<file path="src/design/mcode_load_defs.vh">
`ifndef MCODE_LOAD_DEFS_VH
`define MCODE_LOAD_DEFS_VH

// sequencer state codes
`define ST_IDLE 3'h0
`define ST_SPINUP 3'h1
`define ST_LOAD 3'h2
`define ST_PWROFF 3'h3
`define ST_RESET 3'h4
`define ST_STOPPED 3'h5

// control storage sizing, in bytes, with the step also given as a shift count
`define CS_BASE_BYTES 17'h08000
`define CS_STEP_BYTES 17'h00800
`define CS_STEP_SHIFT 11

// image and word defaults
`define IMG_WORDS_DEF 16'h5000
`define WORD_BYTES 4
`define RESET_CYCLES_DEF 16'h0010

`endif

</file>
<file path="src/design/cs_alloc_calc.v">
`include "mcode_load_defs.vh"
`default_nettype none

// turns a byte requirement into control-storage allocation and program-storage loss
module cs_alloc_calc #(
    parameter AW = 20
) (
    input wire [AW-1:0] need_bytes_i,
    output wire [AW-1:0] alloc_bytes_o,
    output wire [AW-1:0] borrow_bytes_o
) ;
    wire [AW-1:0] base = {{(AW-17){1'b0}}, `CS_BASE_BYTES};
    wire [AW-1:0] step_mask = {{(AW-17){1'b0}}, `CS_STEP_BYTES - 17'h00001};
    wire over = need_bytes_i > base;
    // round the excess up to whole steps; at or below base nothing is borrowed
    wire [AW-1:0] rounded = (need_bytes_i + step_mask) & ~step_mask;
    assign alloc_bytes_o = over ? rounded : base;
    assign borrow_bytes_o = over ? (rounded - base) : {AW{1'b0}};
endmodule

`default_nettype wire

</file>
<file path="src/design/microcode_load_sequencer.v">
`include "mcode_load_defs.vh"
`default_nettype none

module microcode_load_sequencer #(
    parameter DW = 32,
    parameter CSAW = 16,
    parameter AW = 20,
    parameter [15:0] RESET_CYCLES = `RESET_CYCLES_DEF
) (
    input wire clock_i,
    input wire rst_b_i,
    input wire start_key_i,
    input wire diag_req_i,
    input wire ext_start_i,
    input wire [15:0] image_words_i,
    input wire drive_at_speed_i,
    input wire disk_valid_i,
    input wire [DW-1:0] disk_data_i,
    output reg disk_ready_o,
    output reg drive_power_o,
    output reg boot_load_lamp_o,
    output reg diag_active_o,
    output reg cs_we_o,
    output reg [CSAW-1:0] cs_addr_o,
    output reg [DW-1:0] cs_data_o,
    output reg sys_reset_o,
    output reg cpu_stopped_o,
    output reg [AW-1:0] cs_alloc_o,
    output reg [AW-1:0] ps_borrow_o
) ;
    // two-stage synchronisers for the key, diagnostic, speed and external-start inputs
    // a key tap shorter than one clock period may be missed by the first stage
    reg [1:0] key_s1_reg, key_s2_reg;
    reg key_prev_reg;
    reg diag_s1_reg, diag_s2_reg, diag_prev_reg;
    reg spd_s1_reg, spd_s2_reg;
    reg ext_s1_reg, ext_s2_reg;
    always @(posedge clock_i or negedge rst_b_i) begin
        if (!rst_b_i) begin
            key_s1_reg <= 2'h0;
            key_s2_reg <= 2'h0;
            key_prev_reg <= 1'b0;
            diag_s1_reg <= 1'b0;
            diag_s2_reg <= 1'b0;
            diag_prev_reg <= 1'b0;
            spd_s1_reg <= 1'b0;
            spd_s2_reg <= 1'b0;
            ext_s1_reg <= 1'b0;
            ext_s2_reg <= 1'b0;
        end else begin
            key_s1_reg <= {1'b0, start_key_i};
            key_s2_reg <= key_s1_reg;
            key_prev_reg <= key_s2_reg[0];
            diag_s1_reg <= diag_req_i;
            diag_s2_reg <= diag_s1_reg;
            diag_prev_reg <= diag_s2_reg;
            spd_s1_reg <= drive_at_speed_i;
            spd_s2_reg <= spd_s1_reg;
            ext_s1_reg <= ext_start_i;
            ext_s2_reg <= ext_s1_reg;
        end
    end

    // rising edges only, so a held key cannot retrigger a boot
    wire key_rise = key_s2_reg[0] & ~key_prev_reg;
    wire diag_rise = diag_s2_reg & ~diag_prev_reg;

    // sequencer state; counts are 16 bits, so an image holds at most 65535 words
    reg [2:0] state_reg, state_next;
    reg pending_reg; // power-up boot request, set by reset
    reg diag_mode_reg;
    reg [15:0] words_reg; // image length latched at boot or diagnostic start
    reg [15:0] count_reg;
    reg [15:0] rst_cnt_reg;

    // byte requirement of the image, for the allocation calculator
    // the product is formed at 32 bits and cut to AW on purpose
    wire [31:0] need_prod = words_reg * `WORD_BYTES;
    wire [AW-1:0] need_bytes = need_prod[AW-1:0];
    wire [AW-1:0] alloc_w, borrow_w;
    cs_alloc_calc #(
        .AW(AW)
    ) u_alloc (
        .need_bytes_i(need_bytes),
        .alloc_bytes_o(alloc_w),
        .borrow_bytes_o(borrow_w)
    );

    // boot and load qualifiers; a word is taken only while ready is offered
    wire boot_trig = pending_reg | key_rise;
    wire take_word = (state_reg == `ST_LOAD) & disk_valid_i & disk_ready_o;
    wire last_word = take_word & (count_reg == words_reg - 16'h0001);

    // state transitions
    always @* begin
        state_next = state_reg;
        case (state_reg)
            `ST_IDLE, `ST_STOPPED: begin
                if (boot_trig || diag_rise) begin
                    state_next = `ST_SPINUP;
                end else if ((state_reg == `ST_STOPPED) && ext_s2_reg) begin
                    // external action releases the stop for good, not only while held
                    state_next = `ST_IDLE;
                end
            end
            `ST_SPINUP: begin
                if (spd_s2_reg) begin
                    state_next = (words_reg == 16'h0000) ? `ST_PWROFF : `ST_LOAD;
                end
            end
            `ST_LOAD: begin
                if (last_word) begin
                    state_next = `ST_PWROFF;
                end
            end
            `ST_PWROFF: begin
                state_next = diag_mode_reg ? `ST_STOPPED : `ST_RESET;
            end
            `ST_RESET: begin
                if (rst_cnt_reg == RESET_CYCLES - 16'h0001) begin
                    state_next = `ST_STOPPED;
                end
            end
            default: begin
                state_next = `ST_IDLE;
            end
        endcase
    end

    // sequencer registers and outputs
    always @(posedge clock_i or negedge rst_b_i) begin
        if (!rst_b_i) begin
            state_reg <= `ST_IDLE;
            pending_reg <= 1'b1;
            diag_mode_reg <= 1'b0;
            words_reg <= 16'h0000;
            count_reg <= 16'h0000;
            rst_cnt_reg <= 16'h0000;
            disk_ready_o <= 1'b0;
            drive_power_o <= 1'b0;
            boot_load_lamp_o <= 1'b0;
            diag_active_o <= 1'b0;
            cs_we_o <= 1'b0;
            cs_addr_o <= {CSAW{1'b0}};
            cs_data_o <= {DW{1'b0}};
            sys_reset_o <= 1'b0;
            cpu_stopped_o <= 1'b0;
            cs_alloc_o <= {{(AW-17){1'b0}}, `CS_BASE_BYTES};
            ps_borrow_o <= {AW{1'b0}};
        end else begin
            state_reg <= state_next;
            cs_we_o <= 1'b0;
            case (state_reg)
                `ST_IDLE, `ST_STOPPED: begin
                    cpu_stopped_o <= (state_reg == `ST_STOPPED) & ~ext_s2_reg;
                    if (boot_trig || diag_rise) begin
                        pending_reg <= 1'b0;
                        diag_mode_reg <= ~boot_trig; // boot wins over diagnostic
                        words_reg <= image_words_i;
                        count_reg <= 16'h0000;
                        boot_load_lamp_o <= boot_trig;
                        diag_active_o <= ~boot_trig;
                        drive_power_o <= 1'b1;
                        cpu_stopped_o <= 1'b0;
                    end
                end
                `ST_SPINUP: begin
                    disk_ready_o <= spd_s2_reg & (words_reg != 16'h0000);
                end
                `ST_LOAD: begin
                    if (take_word) begin
                        cs_we_o <= 1'b1;
                        cs_addr_o <= count_reg[CSAW-1:0];
                        cs_data_o <= disk_data_i;
                        count_reg <= count_reg + 16'h0001;
                        if (last_word) begin
                            disk_ready_o <= 1'b0;
                        end
                    end
                end
                `ST_PWROFF: begin
                    drive_power_o <= 1'b0;
                    disk_ready_o <= 1'b0;
                    diag_active_o <= 1'b0;
                    rst_cnt_reg <= 16'h0000;
                    // the storage boundary only moves on a boot, never on a diagnostic load
                    if (!diag_mode_reg) begin
                        sys_reset_o <= 1'b1;
                        cs_alloc_o <= alloc_w;
                        ps_borrow_o <= borrow_w;
                    end else begin
                        cpu_stopped_o <= 1'b1;
                    end
                end
                `ST_RESET: begin
                    // routine length is RESET_CYCLES; zero is not a legal setting
                    rst_cnt_reg <= rst_cnt_reg + 16'h0001;
                    if (state_next == `ST_STOPPED) begin
                        sys_reset_o <= 1'b0;
                        boot_load_lamp_o <= 1'b0;
                        cpu_stopped_o <= 1'b1;
                    end
                end
                default: begin
                    drive_power_o <= 1'b0;
                end
            endcase
        end
    end
endmodule

`default_nettype wire

</file>
<file path="config.mk">
export PLATFORM = sky130hd
export DESIGN_NAME = microcode_load_sequencer
export DESIGN_NICKNAME = d
export VERILOG_FILES = /design/src/design/cs_alloc_calc.v /design/src/design/microcode_load_sequencer.v
export VERILOG_INCLUDE_DIRS = /design/src /design/src/design
export SDC_FILE = /design/constraint.sdc
export NUM_CORES = 1
export LEC_CHECK = 0
export BUFFER_PORTS_ARGS = -buffer_cell sky130_fd_sc_hd__buf_4
export CELL_PAD_IN_SITES_DETAIL_PLACEMENT = 0
export CELL_PAD_IN_SITES_GLOBAL_PLACEMENT = 1
export CORE_MARGIN = 3
export CORE_UTILIZATION = 40
export CTS_CLUSTER_DIAMETER = 50
export DETAILED_ROUTE_END_ITERATION = 8
export PLACE_DENSITY_LB_ADDON = 0.2
export SETUP_SLACK_MARGIN = 0.15
export SYNTH_ARGS = -nofsm -noshare
export SYNTH_HDL_FRONTEND = slang
export SYNTH_SLANG_ARGS = --single-unit
</file>
<file path="constraint.sdc">
create_clock -name clock_i -period 2.93 [get_ports clock_i]
set_clock_uncertainty 0.15 [all_clocks]
set_input_delay 0.1465 -clock clock_i [delete_from_list [all_inputs] [get_ports clock_i]]
set_output_delay 0.1465 -clock clock_i [all_outputs]
set_load 0.005 [all_outputs]
</file>
==> flow_summary.ini <==
[synth]
syn_inst = 692
async_flop_share = 1.00
yosysWarningCount = 0
syn_area_per_cell_sq_um = 9.17
synthesis.area_sq_mm = 0.00634
synth_edf_count = 0
ys_ff_latch = 131
synth_cell_type_count = 63
synth-seq-area-share = 0.517
synth_flop_cell = dfrtp_1

[drt]
vias = 5382
vias_per_cell = 4.96
wl_per_cell_microns = 14.9
drc = 0
drt_iter0_drc = 257
dr.pass1.iters = 4
ant_nets = 0
drt_wl_total_mm = 16.2

[finish]
final_cell_mix = nand2_1 (203), buf_4 (141), dfrtp_1 (128), dlygate4sd3_1 (53), o21ai_0 (42)
regMostFlops = cs_data_o
antennaDiodeCount = 0
layout_commonest_cell = nand2_1
largest_reg_flops = 32
area_delta_synth_final_pct = 33.9
drive_gt1_frac = 0.235
num-nets-final = 921

[die]
rows = 45
ioPinCount = 150
die_area_sq_mm = 0.0174
core_sq_mm = 0.0154
die_width_microns = 132
dieHeight_microns = 132
initial_utilization = 0.413

[power_and_ir_drop]
finalPower_mw = 7.20
p_leak_nw = 4.15
p_per_area_mw_per_mm2 = 847
max-vdd-ir-drop_uv = 511

[worst_setup_path]
cp-start-kind = register
crit_family = simple AND/OR/NAND/NOR gates
path_max_fanout = 8
critical_path_buf_inv_count = 1
cp-end-kind = register
crit_type = register to register
cp_data_arrival_time_ps = 2760
timing.rr.start = words_reg[0]
rrSetupSlack_ps = 310
slowest_stage = or4b_4
crit_chain = inv_1 > ha_2 > or4b_4 > nor3_1 > o211ai_1 > a22oi_1 > nand4_1 > a221o_1
reg2reg_to = disk_ready_o
r2r_cells = 8
cpPeakStageDelay_ps = 530
worst_ep_required_time_ps = 3080

[run]
drv_cap = 0

[grt]
grt_pass1_wl_mm = 27.3
first_global_vias = 5481
grt_max_degree = 55
track_usage = 0.193
overflow = 0
antenna_found_initial = 0

[place]
hpwlAfterDp_mm = 11.1
portBuffers = 126
routabilityCongestion = 0.842

[clock_network]
numCtsBuffers = 17
cts-root-buf = clkbuf_16
clk_path_buf_depth = 2
clk_latency_ps = 420
cts_tree = yes
cts_sinks = 131
h-tree-depth = 4
clk_pin_slew_worst_paths_ps = 60

[sta]
setup-tns-final_ps = 0
finalSetupViolCount = 0
tightest_slew_ps = 579
drv_slew = 0
min_period_over_period = 0.893
finalHoldViolations = 0
maxSlewHeadroom = 0.613
rsz0062_at_grt = no
finalCriticalPeriod_ps = 2620
max_freq_mhz = 382

[status]
status = complete, no violations

[hold_path]
hold_path_class = input port to async pin
[worst max path at each step]
stage / startpoint / to / slack (ps) / cells after the start
2_1_floorplan: words_reg[5] / disk_ready_o / 340 / 8
3_3_place_gp: words_reg[0] / disk_ready_o / 300 / 9
3_5_place_dp: words_reg[0] / disk_ready_o / 230 / 8
4_1_cts: words_reg[0] / disk_ready_o / 200 / 8
5_1_grt: words_reg[0] / ps_borrow_o[19] / 160 / 8
6_report: words_reg[0] / disk_ready_o / 310 / 8
[power by group]
group	switching, mW	total (mW)	leakage, nW	internal [mW]
clock	0.824	1.93	0.257	1.11
combinational	1.20	2.45	2.20	1.24
sequential	0.498	2.82	1.70	2.32
total	2.53	7.20	4.15	4.67
[Yosys cell counts, drive strengths merged, types with 10 or more instances]
cell | count | area [sq um]
nand2 | 203 | 762
xor2 | 23 | 201
inv | 11 | 41.3
and3 | 10 | 62.6
a21oi | 11 | 55.1
clkbuf | 28 | 105
buf | 38 | 273
nand4 | 15 | 93.8
nand3 | 19 | 95.1
mux2 | 13 | 146
nor2 | 35 | 131
xnor2 | 15 | 131
dfrtp | 129 | 3230
nor3 | 11 | 66.3
o21ai | 43 | 215
[metrics by stage]
| step | hold WS, ps | cell area [sq um] | worst slack, ps | cells | utilization |
|---|---|---|---|---|---|
| after floorplan | -299 | 6430 | 337 | 714 | - |
| after global placement | -63.7 | 7410 | 303 | 1001 | 0.482 |
| after detailed placement | -64.8 | 7410 | 231 | 1001 | 0.482 |
| after CTS | 27.8 | 8490 | 202 | 1086 | 0.552 |
| after global routing | 42.4 | 8500 | 165 | 1086 | 0.553 |
| final | 39.6 | 8500 | 312 | 1086 | 0.553 |
[repair_timing]
| item | in CTS | in global routing |
|---|---|---|
| hold buffers | 53 | 0 |
| endpoints found under the hold margin | 181 | 0 |
| resized for setup | 0 | 4 |
| setup buffers | 0 | 0 |
| setup endpoints to repair | 0 | 6 |
[per-layer routing]
layer / share of wire / GRT usage
met1: 0.45 / 0.245
met2: 0.48 / 0.318
met3: 0.051 / 0.0511
met4: 0.017 / 0.0723
met5: 0 / 0
[cell families (layout without fill, tap and decap cells)]
| kind of cell | count (synthesis) | count (layout) | share of synthesized area |
|---|---|---|---|
| buf+inv | 77 | 238 | 0.0661 |
| other cells | 1 | 23 | 0.000591 |
| fa+ha+maj | 5 | 5 | 0.00947 |
| simple gates | 342 | 342 | 0.247 |
| xor+xnor | 38 | 38 | 0.0525 |
| compound gates | 83 | 83 | 0.0807 |
| flops | 131 | 131 | 0.517 |
| mux | 15 | 15 | 0.0262 |
[cell type report]
cell class / instances / area (sq um)
timing repair buffer: 195 / 1610
fill: 1396 / 6870
clock buffer: 19 / 443
inverter: 11 / 41.3
tap: 211 / 264
clock inverter: 13 / 97.6
multi-input combinational: 506 / 2760
sequential: 131 / 3280
Note: power is estimated with default switching activity, not from simulation.
